File: src/design/msr_pkg.sv
// constants and state types shared by the manager status block
package msr_pkg;
  // channel count and command codes
  localparam int          MSR_CHANNELS         = 4;
  localparam logic [7:0]  MSR_CMD_VENDOR_STAT  = 8'hD0;
  localparam logic [7:0]  MSR_CMD_PAD_READBACK = 8'hD1;
  localparam logic [7:0]  MSR_CMD_COMMON_STAT  = 8'hD2;

  // bit positions inside vendor_channel_status
  localparam int MSR_ST_DISCHARGE = 7;
  localparam int MSR_ST_FAULT_ONE = 6;
  localparam int MSR_ST_FAULT_ZERO = 5;
  localparam int MSR_ST_SERVO_HIT = 4;
  localparam int MSR_ST_DAC_ON = 3;
  localparam int MSR_ST_DAC_SAT = 2;
  localparam int MSR_ST_AUX_OFF = 1;
  localparam int MSR_ST_WATCHDOG = 0;

  // bit positions inside pad_level_readback
  localparam int MSR_PD_PWRGD_DRV = 15;
  localparam int MSR_PD_ALERT_DRV = 14;
  localparam int MSR_PD_FAULT_DRV_HI = 13;
  localparam int MSR_PD_FAULT_DRV_LO = 12;
  localparam int MSR_PD_RSVD_HI = 11;
  localparam int MSR_PD_ADDRESS_SELECT_ONE_LSB = 8;
  localparam int MSR_PD_ADDRESS_SELECT_ZERO_LSB = 6;
  localparam int MSR_PD_CTRL1 = 5;
  localparam int MSR_PD_CTRL0 = 4;
  localparam int MSR_PD_FAULT_HI = 3;
  localparam int MSR_PD_FAULT_LO = 2;
  localparam int MSR_PD_CTRL2 = 1;
  localparam int MSR_PD_CTRL3 = 0;
  localparam logic [1:0] MSR_PD_RSVD_VAL = 2'h0;

  // address-select pad codes
  localparam logic [1:0] MSR_ASEL_HIGH  = 2'h3;
  localparam logic [1:0] MSR_ASEL_FLOAT = 2'h2;
  localparam logic [1:0] MSR_ASEL_LOW   = 2'h0;

  // common status layout
  localparam int         MSR_CM_ALERT = 7;
  localparam int         MSR_CM_AVAIL = 6;
  localparam logic [3:0] MSR_CM_RSVD_VAL = 4'hF;

  // sticky bank layout: four slots per channel, watchdog last
  localparam int MSR_K_DISCHARGE = 0;
  localparam int MSR_K_FAULT_ONE = 1;
  localparam int MSR_K_FAULT_ZERO = 2;
  localparam int MSR_K_DAC_SAT = 3;
  localparam int MSR_K_PER_CH = 4;
  localparam int MSR_STICKY_W = 17;
  localparam int MSR_STICKY_WDG = 16;
  localparam logic [16:0] MSR_STICKY_RST = 17'h00000;

  // synchronised pad vector layout
  localparam int MSR_SY_W = 12;
  localparam int MSR_SY_CTRL_LSB = 0;
  localparam int MSR_SY_FAULT1 = 4;
  localparam int MSR_SY_FAULT0 = 5;
  localparam int MSR_SY_ADDRESS_SELECT_ZERO_FLT = 6;
  localparam int MSR_SY_ADDRESS_SELECT_ZERO_HI = 7;
  localparam int MSR_SY_ADDRESS_SELECT_ONE_FLT = 8;
  localparam int MSR_SY_ADDRESS_SELECT_ONE_HI = 9;
  localparam int MSR_SY_WP = 10;
  localparam int MSR_SY_SHARE_LOW = 11;

  typedef struct packed {
    logic [3:0]  ctl_prev;
    logic        ctl_prev_ok;
    logic        alert;
    logic        rd_valid;
    logic [15:0] rd_data;
  } msr_state_s;

  localparam msr_state_s MSR_STATE_RST = '{4'h0, 1'b0, 1'b0, 1'b0, 16'h0000};
endpackage

File: src/design/msr_sticky_if.sv
// set, clear and held flags of the sticky flag bank
interface msr_sticky_if #(parameter int W = 17);
  logic [W-1:0] set;
  logic [W-1:0] clr;
  logic [W-1:0] q;
  modport owner (input set, input clr, output q);
  modport user (output set, output clr, input q);
endinterface

File: src/design/msr_top.sv
// vendor status byte, pad readback and busy gate of the power manager
// Operation
// discharge fault on turn-on sets sticky alerting bit7
// fault line one low sets sticky bit6
// fault line zero low sets sticky bit5
// line flags clear on toggle, cycle, clear
// tracking may flag the causing channel too
// bits 4,3 live servo and converter state
// servo ending at limit sets sticky bit2
// bit1 global live auxiliary fault release
// watchdog sets sticky alerting global bit0
// pad readback read-only, raw pad levels
// bit15 low while we pull power-good
// bit14 low while we pull alert
// bits13:12 own fault drive, 11:10 zero
// bits9:8 encode address select one
// bits7:6 encode address select zero
// control pad levels at bits 5,4,1,0
// bits3:2 sampled fault pad levels
// common status readable while busy
// busy refuses other commands, sets busy flags
// busy refusal never pulls alert
// sticky flags clear on clear; channel flags also clear on turn-on
// alerting flag set pulls alert low
// common bit6 zero while busy
// sticky flags zero after reset
module msr_top
  import msr_pkg::*;
#(
  parameter int N = MSR_CHANNELS
) (
  input  wire logic         i_sys_clk,
  input  wire logic         i_resetn,
  // command port from the serial bus engine
  input  wire logic         i_cmd_valid,
  input  wire logic [7:0]   i_cmd_code,
  input  wire logic [1:0]   i_cmd_page,
  input  wire logic         i_busy,
  output logic              o_cmd_nack,
  output logic              o_busy_flag_set,
  output logic              o_rd_valid,
  output logic      [15:0]  o_rd_data,
  // channel events from sequencing and servo logic
  input  wire logic         i_clear_faults,
  input  wire logic [N-1:0] i_user_on,
  input  wire logic [N-1:0] i_on_attempt,
  input  wire logic [N-1:0] i_discharge_fault,
  input  wire logic [N-1:0] i_shut_fault_one,
  input  wire logic [N-1:0] i_shut_fault_zero,
  input  wire logic [N-1:0] i_track_en,
  input  wire logic [N-1:0] i_cause_fault_one,
  input  wire logic [N-1:0] i_cause_fault_zero,
  input  wire logic [N-1:0] i_servo_reached,
  input  wire logic [N-1:0] i_dac_connected,
  input  wire logic [N-1:0] i_servo_done,
  input  wire logic [N-1:0] i_dac_at_limit,
  input  wire logic         i_aux_released,
  input  wire logic         i_watchdog_fault,
  // own pad drives from other logic on this clock
  input  wire logic         i_pwrgd_drive_low,
  input  wire logic         i_fault_zero_drive_low,
  input  wire logic         i_fault_one_drive_low,
  // raw pad levels
  input  wire logic [3:0]   i_pad_channel_control,
  input  wire logic         i_pad_shared_fault_line_zero,
  input  wire logic         i_pad_shared_fault_line_one,
  input  wire logic         i_pad_address_select_zero_hi,
  input  wire logic         i_pad_address_select_zero_float,
  input  wire logic         i_pad_address_select_one_hi,
  input  wire logic         i_pad_address_select_one_float,
  input  wire logic         i_pad_write_protect,
  input  wire logic         i_pad_share_clk_low,
  // alert pad, open drain
  input  wire logic         i_alertb_i,
  output logic              o_alertb_o,
  output logic              o_alertb_oe,
  output logic      [N-1:0] o_chan_off_event
);
  msr_state_s st_r;
  msr_state_s st_nxt;

  logic [MSR_SY_W-1:0] pad_sy;
  logic [MSR_SY_W-1:0] pad_raw;
  logic [N-1:0]        ctl_toggle;
  logic                line_zero_low;
  logic                line_one_low;
  logic                alert_event;
  logic [15:0]         status_word;
  logic [15:0]         pad_word;
  logic [15:0]         common_word;
  logic                refuse;
  logic [1:0]          sel;

  msr_sticky_if #(.W(MSR_STICKY_W)) bank_if ();

  // address-select pad level to readback code
  function automatic logic [1:0] asel_code(input logic hi, input logic flt);
    logic [1:0] c;
    c = MSR_ASEL_LOW;
    if (flt) begin
      c = MSR_ASEL_FLOAT;
    end else if (hi) begin
      c = MSR_ASEL_HIGH;
    end
    return c;
  endfunction

  // pad levels are sampled raw, ahead of any deglitch filter
  assign pad_raw = {i_pad_share_clk_low, i_pad_write_protect,
                    i_pad_address_select_one_hi, i_pad_address_select_one_float,
                    i_pad_address_select_zero_hi, i_pad_address_select_zero_float,
                    i_pad_shared_fault_line_zero, i_pad_shared_fault_line_one,
                    i_pad_channel_control};

  msr_sync #(.W(MSR_SY_W)) u_sync (
    .i_sys_clk (i_sys_clk),
    .i_resetn  (i_resetn),
    .i_async   (pad_raw),
    .o_sync    (pad_sy)
  );

  msr_sticky #(.W(MSR_STICKY_W)) u_sticky (
    .i_sys_clk (i_sys_clk),
    .i_resetn  (i_resetn),
    .bank      (bank_if.owner)
  );

  // fault lines are active low on the wire
  assign line_zero_low = !pad_sy[MSR_SY_FAULT0];
  assign line_one_low  = !pad_sy[MSR_SY_FAULT1];

  // control n steers channel n; no toggle seen before the first sample
  assign ctl_toggle = st_r.ctl_prev_ok ?
                      (pad_sy[MSR_SY_CTRL_LSB +: N] ^ st_r.ctl_prev) : '0;

  // per-channel set and clear terms of the sticky bank
  always_comb begin
    bank_if.set = '0;
    bank_if.clr = '0;
    for (int c = 0; c < N; c++) begin
      bank_if.set[c*MSR_K_PER_CH + MSR_K_DISCHARGE] =
        i_discharge_fault[c] & i_on_attempt[c];
      bank_if.set[c*MSR_K_PER_CH + MSR_K_FAULT_ONE] =
        (i_on_attempt[c] & line_one_low) | i_shut_fault_one[c]
        | (i_track_en[c] & i_cause_fault_one[c]);
      bank_if.set[c*MSR_K_PER_CH + MSR_K_FAULT_ZERO] =
        (i_on_attempt[c] & line_zero_low) | i_shut_fault_zero[c]
        | (i_track_en[c] & i_cause_fault_zero[c]);
      bank_if.set[c*MSR_K_PER_CH + MSR_K_DAC_SAT] =
        i_servo_done[c] & i_dac_at_limit[c];
      bank_if.clr[c*MSR_K_PER_CH + MSR_K_DISCHARGE] =
        i_clear_faults | i_user_on[c];
      bank_if.clr[c*MSR_K_PER_CH + MSR_K_DAC_SAT] =
        i_clear_faults | i_user_on[c];
      bank_if.clr[c*MSR_K_PER_CH + MSR_K_FAULT_ONE] =
        i_clear_faults | i_user_on[c] | ctl_toggle[c];
      bank_if.clr[c*MSR_K_PER_CH + MSR_K_FAULT_ZERO] =
        i_clear_faults | i_user_on[c] | ctl_toggle[c];
    end
    bank_if.set[MSR_STICKY_WDG] = i_watchdog_fault;
    bank_if.clr[MSR_STICKY_WDG] = i_clear_faults;
  end

  // events that may be configured elsewhere to stop a channel; watchdog never
  always_comb begin
    for (int c = 0; c < N; c++) begin
      o_chan_off_event[c] = bank_if.set[c*MSR_K_PER_CH + MSR_K_DISCHARGE]
                          | bank_if.set[c*MSR_K_PER_CH + MSR_K_FAULT_ONE]
                          | bank_if.set[c*MSR_K_PER_CH + MSR_K_FAULT_ZERO];
    end
  end

  // alerting flags: discharge, both fault lines, watchdog
  always_comb begin
    alert_event = bank_if.set[MSR_STICKY_WDG];
    for (int c = 0; c < N; c++) begin
      alert_event = alert_event
                  | bank_if.set[c*MSR_K_PER_CH + MSR_K_DISCHARGE]
                  | bank_if.set[c*MSR_K_PER_CH + MSR_K_FAULT_ONE]
                  | bank_if.set[c*MSR_K_PER_CH + MSR_K_FAULT_ZERO];
    end
  end

  // status byte of the paged channel, global bits shared
  assign sel = i_cmd_page;
  always_comb begin
    status_word = 16'h0000;
    status_word[MSR_ST_DISCHARGE]  = bank_if.q[sel*MSR_K_PER_CH + MSR_K_DISCHARGE];
    status_word[MSR_ST_FAULT_ONE]  = bank_if.q[sel*MSR_K_PER_CH + MSR_K_FAULT_ONE];
    status_word[MSR_ST_FAULT_ZERO] = bank_if.q[sel*MSR_K_PER_CH + MSR_K_FAULT_ZERO];
    status_word[MSR_ST_SERVO_HIT]  = i_servo_reached[sel];
    status_word[MSR_ST_DAC_ON]     = i_dac_connected[sel];
    status_word[MSR_ST_DAC_SAT]    = bank_if.q[sel*MSR_K_PER_CH + MSR_K_DAC_SAT];
    status_word[MSR_ST_AUX_OFF]    = i_aux_released;
    status_word[MSR_ST_WATCHDOG]   = bank_if.q[MSR_STICKY_WDG];
  end

  // pad snapshot; own drives are shown, not the wire level
  always_comb begin
    pad_word = 16'h0000;
    pad_word[MSR_PD_PWRGD_DRV]    = !i_pwrgd_drive_low;
    pad_word[MSR_PD_ALERT_DRV]    = !st_r.alert;
    pad_word[MSR_PD_FAULT_DRV_HI] = !i_fault_zero_drive_low;
    pad_word[MSR_PD_FAULT_DRV_LO] = !i_fault_one_drive_low;
    pad_word[MSR_PD_RSVD_HI -: 2] = MSR_PD_RSVD_VAL;
    pad_word[MSR_PD_ADDRESS_SELECT_ONE_LSB +: 2] = asel_code(pad_sy[MSR_SY_ADDRESS_SELECT_ONE_HI],
                                                pad_sy[MSR_SY_ADDRESS_SELECT_ONE_FLT]);
    pad_word[MSR_PD_ADDRESS_SELECT_ZERO_LSB +: 2] = asel_code(pad_sy[MSR_SY_ADDRESS_SELECT_ZERO_HI],
                                                pad_sy[MSR_SY_ADDRESS_SELECT_ZERO_FLT]);
    pad_word[MSR_PD_CTRL1] = pad_sy[MSR_SY_CTRL_LSB + 1];
    pad_word[MSR_PD_CTRL0] = pad_sy[MSR_SY_CTRL_LSB];
    pad_word[MSR_PD_CTRL2] = pad_sy[MSR_SY_CTRL_LSB + 2];
    pad_word[MSR_PD_CTRL3] = pad_sy[MSR_SY_CTRL_LSB + 3];
    pad_word[MSR_PD_FAULT_HI] = pad_sy[MSR_SY_FAULT0];
    pad_word[MSR_PD_FAULT_LO] = pad_sy[MSR_SY_FAULT1];
  end

  // common status: alert, availability, reserved ones, share clock, protect
  always_comb begin
    common_word = 16'h0000;
    common_word[MSR_CM_ALERT] = !st_r.alert;
    common_word[MSR_CM_AVAIL] = !i_busy;
    common_word[5:2] = MSR_CM_RSVD_VAL;
    common_word[1] = pad_sy[MSR_SY_SHARE_LOW];
    common_word[0] = pad_sy[MSR_SY_WP];
  end

  // only the common status gets past a busy device
  assign refuse = i_cmd_valid & i_busy & (i_cmd_code != MSR_CMD_COMMON_STAT);
  assign o_cmd_nack = refuse;
  assign o_busy_flag_set = refuse;

  // next state; a refusal never reaches the alert latch
  always_comb begin
    st_nxt = st_r;
    st_nxt.ctl_prev = pad_sy[MSR_SY_CTRL_LSB +: N];
    st_nxt.ctl_prev_ok = 1'b1;
    st_nxt.alert = (st_r.alert & !i_clear_faults) | alert_event;
    st_nxt.rd_valid = 1'b0;
    if (i_cmd_valid && !refuse) begin
      unique case (i_cmd_code)
        MSR_CMD_VENDOR_STAT: begin
          st_nxt.rd_valid = 1'b1;
          st_nxt.rd_data = status_word;
        end
        MSR_CMD_PAD_READBACK: begin
          st_nxt.rd_valid = 1'b1;
          st_nxt.rd_data = pad_word;
        end
        MSR_CMD_COMMON_STAT: begin
          st_nxt.rd_valid = 1'b1;
          st_nxt.rd_data = common_word;
        end
        default: begin
          st_nxt.rd_valid = 1'b0;
        end
      endcase
    end
  end

  always_ff @(posedge i_sys_clk or negedge i_resetn) begin
    if (!i_resetn) begin
      st_r <= MSR_STATE_RST;
    end else begin
      st_r <= st_nxt;
    end
  end

  // alert pad only ever pulled low, released otherwise
  assign o_alertb_o  = 1'b0;
  assign o_alertb_oe = st_r.alert;
  assign o_rd_valid  = st_r.rd_valid;
  assign o_rd_data   = st_r.rd_data;

  // per-channel flag behaviour
  for (genvar c = 0; c < N; c++) begin : g_chk
    localparam int B = c * MSR_K_PER_CH;

  end
endmodule

File: src/design/msr_sync.sv
// two-stage synchroniser for pad levels
module msr_sync #(
  parameter int W = 12
) (
  input  wire logic         i_sys_clk,
  input  wire logic         i_resetn,
  input  wire logic [W-1:0] i_async,
  output logic      [W-1:0] o_sync
);
  typedef struct packed {
    logic [W-1:0] s1;
    logic [W-1:0] s2;
  } msr_sync_s;

  msr_sync_s st_r;
  msr_sync_s st_nxt;

  // first stage feeds only the second stage
  always_comb begin
    st_nxt.s1 = i_async;
    st_nxt.s2 = st_r.s1;
  end

  always_ff @(posedge i_sys_clk or negedge i_resetn) begin
    if (!i_resetn) begin
      st_r <= '0;
    end else begin
      st_r <= st_nxt;
    end
  end

  assign o_sync = st_r.s2;
endmodule

File: src/design/msr_sticky.sv
// bank of sticky flags where a set beats a same-cycle clear
module msr_sticky
  import msr_pkg::*;
#(
  parameter int W = 17
) (
  input  wire logic i_sys_clk,
  input  wire logic i_resetn,
  msr_sticky_if.owner bank
);
  typedef struct packed {
    logic [W-1:0] flags;
  } msr_bank_s;

  msr_bank_s st_r;
  msr_bank_s st_nxt;

  // set wins so an event landing on the clear cycle is kept
  always_comb begin
    st_nxt.flags = (st_r.flags & ~bank.clr) | bank.set;
  end

  // flags start clear before any fault is seen
  always_ff @(posedge i_sys_clk or negedge i_resetn) begin
    if (!i_resetn) begin
      st_r.flags <= MSR_STICKY_RST[W-1:0];
    end else begin
      st_r <= st_nxt;
    end
  end

  assign bank.q = st_r.flags;
endmodule

File: config.mk
export PLATFORM = sky130hd
export DESIGN_NAME = msr_top
export DESIGN_NICKNAME = d
export VERILOG_FILES = /design/src/design/msr_pkg.sv /design/src/design/msr_sticky_if.sv /design/src/design/msr_top.sv /design/src/design/msr_sync.sv /design/src/design/msr_sticky.sv
export SDC_FILE = /design/constraint.sdc
export NUM_CORES = 1
export LEC_CHECK = 0
export ABC_AREA = 1
export BUFFER_PORTS_ARGS = -buffer_cell sky130_fd_sc_hd__buf_2
export CAP_MARGIN = 20
export CORE_ASPECT_RATIO = 1.75
export CORE_MARGIN = 2
export CORE_UTILIZATION = 54
export CTS_CLUSTER_DIAMETER = 30
export DETAILED_ROUTE_END_ITERATION = 16
export GPL_ROUTABILITY_DRIVEN = 0
export HOLD_SLACK_MARGIN = 0.03
export PLACE_DENSITY = 0.82
export SYNTH_ARGS = -nofsm -noshare
export SYNTH_HDL_FRONTEND = slang
export SYNTH_HIERARCHICAL = 1
export SYNTH_SLANG_ARGS = --single-unit
File: constraint.sdc
create_clock -name i_sys_clk -period 2.7 [get_ports i_sys_clk]
set_input_delay 0.27 -clock i_sys_clk [delete_from_list [all_inputs] [get_ports i_sys_clk]]
set_output_delay 0.27 -clock i_sys_clk [all_outputs]
set_load 0.05 [all_outputs]
==> results by group, run 1 <==
Timing
  • Peak Freq: about 560 MHz
  • Setup total negative slack: 0 ps
  • Tightest Pin Transition: between 600 and 700 ps
  • RSZ-0062 raised after global routing: no
  • Fin. max-slew vios: 0
  • # setup viols final: 0
  • Layout Skew: 8.52 ps
  • Post-route clock period utilization: around 66%
  • Final Hold Violating Endpoints: 0
  • Slew HR: between 50 and 60%
  • Fin crit period: about 1800 ps

Clock network
  • CTS Buf Count: 9
  • Cts repair resizes: 0
  • Clock latency on the worst-skew pair: 350 ps
  • Depth of the CTS H-tree: 3
  • Reg clk slew, reported paths: about 70 ps
  • Postcts setup bufs: 0
  • Clock Tree Buf Depth: 2
  • Cts hold-fix bufs: 13
  • Clk Tree Root Cell: clkbuf_8
  • Clock sink total: 62
  • CTS tree: yes

Setup path
  • CP endpoint: o_chan_off_event[1]
  • CP Max Fanout: 4
  • FF-to-FF path depth: 6
  • Crit. Startpoint: u_sync/o_sync[4]
  • CP required: between 2000 and 2500 ps
  • R2r endpoint: u_sticky/bank.q[9]
  • R2R setup slack: between 1000 and 1500 ps
  • CP Capture Type: output pin
  • Crit path DAT: about 1500 ps
  • Reg-to-reg startpoint: u_sync/o_sync[2]
  • Crit Path Category: register to output pin
  • Startpoint types: register

Power
  • Leak Pwr: 2.49 nW
  • Design Power: 2.09 mW
  • Sequential Power Share: around half
  • PwrDens: ~530 nW/um^2
  • Net Sw Frac: between 30 and 40%
  • Clock network power share: 36.1%
  • Internal cell power: between 1 and 1.5 mW
  • Comb power frac: between 10% and 20%
  • Switching Power: between 600 and 700 uW
  • Max IR drop VDD: ~460 uV

Yosys
  • Post-synthesis compound-gate area fraction: 2.78%
  • Mux cell area share after synthesis: 0%
  • Synth top area share: between 40% and 50%
  • Post-synth EDFFs: 0
  • Syn. warnings: 6
  • Synth Area in XOR/XNOR: less than 1%
  • Largest family of logic cells by synthesized area: simple AND/OR/NAND/NOR gates
  • Distinct cells, synth: 25
  • Syn_area_per_cell: ~7.5 um^2
  • Synthesized area: 3150 um^2
  • Adder-cell share of the synthesized area: 0%
  • Largest area contributor in the netlist: dfrtp_1
  • Most used DFF post-synth: dfrtp_1
  • Sequential share of the synthesized area: 49.2%
  • Mapped Cells: 422
  • Post-synthesis simple-gate area fraction: between 20% and 30%
  • Asr flop ratio synth: between 90% and 100%
  • Synth top area cells: dfrtp_1, nand2_1, inv_1, nand3_1, buf_4
  • Post-synthesis register bit count: 62

Floorplan
  • Initial core utilization: 56.5%
  • Row cnt: 36
  • Die W: around 60 um
  • Die Ht: roughly 110 um
  • Core Area: between 5000 and 6000 um^2
  • Num ports: 106
  • DIE AREA: roughly 6500 um^2

Worst hold path
  • Worst Hold Class: primary input to register

Final layout
  • Most frequent cells in the layout: nand2_1, inv_1, buf_2
  • Most common cell after layout, fill and taps aside: nand2_1
  • Antenna fix cells: 0
  • Share of cells above drive strength 1: between 20% and 30%
  • Number of nets in the layout: between 600 and 700
  • Fillers: 485
  • Syn-to-layout area delta: 24.0%

Global route
  • Largest net degree at the start of global routing: 34
  • Global-route wire length before repair: ~11000 um
  • Initial antenna violation count: 0
  • Gr usage total: about 22%
  • Total grt overflow: 0
  • Vias in the first global route: 2678

Job
  • Max cap viols: 0

Drt
  • Post-route ant nets: 0
  • Remaining DRCs: 0
  • Routed Wire Length: around 6400 um
  • Drt via density: approximately 4.5
  • Detailed Routing Iterations Pass 1: 4
  • Initial DRC Count: between 100 and 150
  • Vias: 2735
  • DR WL/cell: between 10 and 15 um

Placement
  • IO buf count: 101
  • Detailed Place HPWL: between 4000 and 5000 um

Run status
  • Status: finished, final reports clean
-- per-layer routing --
metal	vias up	track usage, %	wire, um
met5	-	0	0
met2	77	38.0	3440
met1	1226	24.2	2540
li1	1418	-	-
met4	0	10.5	183
met3	14	4.95	276
-- stage by stage --
| step | setup slack, ps | cell area [um^2] | std cells | utilization (%) | hold WS, ps |
|---|---|---|---|---|---|
| after global routing | 827 | 3910 | 607 | 70.0 | 157 |
| after floorplan | 1170 | 3160 | 424 | - | -25.6 |
| after CTS | 900 | 3910 | 607 | 70.0 | 133 |
| after detailed placement | 1180 | 3590 | 578 | 64.4 | 330 |
| final | 922 | 3910 | 607 | 70.0 | 145 |
| after global placement | 1210 | 3590 | 578 | 64.4 | 322 |
-- registers in the layout (all words and copies together), names as in the netlist --
| signal | count |
|---|---|
| u_sync/o_sync | 12 |
| o_rd_valid | 1 |
| o_rd_data | 14 |
| o_alertb_oe | 1 |
| st_r | 5 |
| u_sync/st_nxt | 12 |
| u_sticky/bank.q | 17 |
-- power groups by stage --
stage	Combinational (mW)	Sequential, mW	Clock [mW]
after floorplan	0.214	1.02	0
after CTS	0.327	1.01	0.765
after global routing	0.364	1.01	0.819
after detailed placement	0.310	1.03	0
final	0.325	1.01	0.752
after global placement	0.303	1.02	0
-- critical path: stages, from the launching register on --
cell and delay [ps]:
dfrtp_1 450, inv_1 90, nand2_1 60, nand2_1 60, nor3_1 230, inv_1 60
buf_2 210
-- cell usage after synthesis, drive strengths merged (2+ instances only) --
library cell	n
nand3	40
a21o	2
nor2	19
buf	25
dfrtp	62
o21ai	6
or2	4
a21oi	7
conb	2
nor3	3
nand2	145
inv	104
-- how the worst min path moves through the flow --
stage,startpoint,endpoint,slack [ps],depth (start not counted)
6_report,i_watchdog_fault,u_sticky/bank.q[16],140,3
5_1_grt,i_watchdog_fault,u_sticky/bank.q[16],160,3
4_1_cts,i_watchdog_fault,u_sticky/bank.q[16],130,3
3_5_place_dp,i_resetn,o_rd_data[1],330,1
3_3_place_gp,i_resetn,o_rd_data[8],320,1
2_1_floorplan,i_resetn,o_alertb_oe,-30,0
-- cells by family (layout without fill, tap and decap cells) --
logic type / after synthesis / in the layout
compound gates: 16 / 16
xor+xnor: 1 / 1
buf+inv: 129 / 236
flops: 62 / 62
other cells: 2 / 4
simple gates: 212 / 212
-- layout make-up --
type	count	area, um^2	share of cell area [%]
clock buffers	9	124	3.17
clock inverters	7	61.3	1.57
inverters	104	393	10.0
multi-input cells	233	1030	26.5
flip-flops and latches	62	1550	39.7
well taps	76	95.1	2.43
repair buffers	116	651	16.6
Power figures use the tool's default switching activity.
==> inputs of run 2 (changes only) <==
- ABC_AREA: 1 -> 0
- CORE_UTILIZATION: 54 -> 49
- PLACE_DENSITY: 0.82 -> 0.77
- clock period: 2.7 -> 1.75 ns (I/O delays scaled with it)
==> run 2 against run 1 <==
Against the previous run: worst hold slack worse by 97 ps; sequential power rose by 53%; global-route usage increased by 0.48 points; combinational power is 43% higher; final cell count down 28%; setup slack got worse by 850 ps; clock skew down 2.5 ps; area after synthesis fell by 11%; critical path type unchanged.
==> results by group, run 2 <==
Setup path
  • Crit Path Category: register to output pin
  • CP required: between 1500 and 2000 ps
  • CP Max Fanout: 4
  • CP Capture Type: output pin
  • Crit path DAT: 1500 ps
  • Startpoint types: register

Placement
  • Detailed Place HPWL: 5030 um
  • Post-DP Area: 3300 um^2
  • Pre-CTS WS: ~120 ps
  • Dpl cells: around 400
  • IO buf count: 101

Final layout
  • Design Area, Final: approximately 3700 um^2
  • Antenna fix cells: 0
  • Max reg flops: 17
  • Syn-to-layout area delta: 31.7%
  • Number of nets in the layout: approximately 440
  • Share of cells above drive strength 1: between 30 and 40%
  • Most common cell after layout, fill and taps aside: buf_2
  • Fillers: 460
  • Most frequent cells in the layout: buf_2, dfrtp_1, inv_1
  • Final cell count without fillers: 437

Global route
  • Total grt overflow: 0
  • Global-route wire length before repair: roughly 10000 um
  • Gr usage total: between 20% and 30%
  • Largest net degree at the start of global routing: 42
  • Vias in the first global route: 2332
  • Initial antenna violation count: 0

Drt
  • Drt via density: 5.00
  • Remaining DRCs: 0
  • Routed Wire Length: roughly 6400 um
  • Detailed Routing Iterations Pass 1: 4
  • Vias: ~2200
  • Initial DRC Count: about 120
  • Post-route ant nets: 0
  • DR WL/cell: 14.6 um

Power
  • Comb power frac: 14.2%
  • Max IR drop VDD: 692 uV
  • Leak Pwr: 1.97 nW
  • Sequential Power Share: 47.3%
  • Internal cell power: 2.45 mW
  • Net Sw Frac: 25.3%
  • Switching Power: just over 800 uW
  • Clock network power share: 38.5%
  • PwrDens: between 800 and 900 nW/um^2

Timing
  • Fin. max-slew vios: 0
  • Fin crit period: 1680 ps
  • Layout Skew: between 6 and 7 ps
  • # setup viols final: 0
  • Setup total negative slack: 0 ps
  • Setup ws final: roughly 72 ps
  • WHS: around 48 ps
  • Post-route clock period utilization: a little over nine tenths
  • RSZ-0062 raised after global routing: no
  • Peak Freq: around 600 MHz
  • Final Hold Violating Endpoints: 0

Floorplan
  • Die W: 61.1 um
  • Core Area: ~5500 um^2
  • Initial core utilization: between 50 and 60%
  • Num ports: about 110
  • Die Ht: ~100 um
  • DIE AREA: 6350 um^2
  • Row cnt: 36

Yosys
  • Post-synthesis simple-gate area fraction: approximately 11%
  • Asr flop ratio synth: 100%
  • Post-synthesis register bit count: 62
  • Mux cell area share after synthesis: between 5 and 6%
  • Sequential share of the synthesized area: a little under three fifths
  • Syn. warnings: 6
  • Synth cell count leaders: dfrtp_1, inv_1, a21o_1, nand2_1, buf_4
  • Adder-cell share of the synthesized area: 0%
  • Most frequent cell after synthesis: dfrtp_1
  • Post-synth EDFFs: 0
  • Largest family of logic cells by synthesized area: compound AO/OA/AOI/OAI gates
  • Post-synthesis compound-gate area fraction: between 10% and 20%
  • Distinct cells, synth: 40
  • Syn_area_per_cell: ~11 um^2
  • Synth Area in XOR/XNOR: 1.25%
  • Synth top area share: between 50 and 60%
  • Largest area contributor in the netlist: dfrtp_1
  • Most used DFF post-synth: dfrtp_1
  • Synthesized area: between 2000 and 3000 um^2
  • Mapped Cells: 243
  • Synth top area cells: dfrtp_1, a21o_1, buf_4, mux4_2, inv_1

Clock network
  • CTS Buf Count: 9
  • CTS tree: yes
  • Clock latency on the worst-skew pair: roughly 330 ps
  • Clk Tree Root Cell: clkbuf_8
  • Clock Tree Buf Depth: 2
  • Clock sink total: between 60 and 70
  • Reg clk slew, reported paths: about 60 ps
  • Depth of the CTS H-tree: 3

Worst hold path
  • Worst Hold Class: primary input to register

Job
  • Max cap viols: 0

Run status
  • Status: finished, final reports clean
==> run 2: changes by cell type after synthesis, sizes merged, moves of 4 or more <==
cell   delta
mux4      +6
nand3    -39
and2      +9
nand2   -124
a32oi     +4
o31ai     +4
inv      -69
o21ai     +4
nor2     -18
buf       -4
a21o     +19
==> run 2: cell type report <==
cell class / count / area (um^2) / share of cell area (%)
clock inverter: 5 / 57.6 / 1.56
clock buffer: 11 / 151 / 4.12
inverter: 35 / 131 / 3.57
timing repair buffer: 123 / 728 / 19.8
tap: 76 / 95.1 / 2.59
sequential: 62 / 1550 / 42.2
multi-input combinational: 125 / 963 / 26.2
==> run 2: timing repair <==
item / CTS / global route
setup buffers: 0 / 2
gates resized for setup: 0 / 7
endpoints found under the setup margin: 0 / 3
hold endpoints to repair: 35 / 0
hold buffers: 15 / 0
==> run 2: stage by stage <==
stage | util [%] | power (mW)
after floorplan | - | 1.84
after global placement | 59.5 | 2.00
after detailed placement | 59.5 | 2.02
after CTS | 66.0 | 3.31
after global routing | 66.4 | 3.43
final | 66.4 | 3.28
==> run 2: final timing paths <==
path / slack (ps) / cells past startpoint / to / startpoint
min: 50 / 2 / o_rd_data[12] / i_fault_one_drive_low
max in group asynchronous: 840 / 3 / u_sync/o_sync[4] / i_resetn
max: 70 / 4 / o_chan_off_event[1] / u_sync/o_sync[4]
min reg2reg: 350 / 0 / u_sync/o_sync[11] / u_sync/st_nxt[11]
max reg2reg: 140 / 4 / o_alertb_oe / u_sync/o_sync[4]
min in group asynchronous: 340 / 2 / u_sync/st_nxt[3] / i_resetn
==> run 2: worst max-delay path: stages (launching register included) <==
cell,delay (ps)
dfrtp_1,370
inv_2,70
a221o_1,360
nand3b_4,170
buf_4,200
==> run 2: cells by family after synthesis <==
group                  after synthesis
AO/OA/AOI/OAI                       60
XOR/XNOR                             4
buffers and inverters               58
flip-flops                          62
multiplexers                         7
other                                2
AND/OR/NAND/NOR                     50
==> run 2: routing by layer <==
layer	share of wire [%]	global-route usage (%)	wire length [um]
met3	5.9	4.73	376
met4	3.3	12.1	211
met2	55	39.7	3500
met5	0	0	0
met1	36	23.3	2280
==> run 2: power groups by stage <==
stage                     Clock [mW]  Sequential, mW  Combinational [mW]
after floorplan                    0            1.57               0.276
after global placement             0            1.57               0.426
final                           1.26            1.55               0.465
after CTS                       1.30            1.55               0.464
after global routing            1.36            1.56               0.509
after detailed placement           0            1.58               0.437
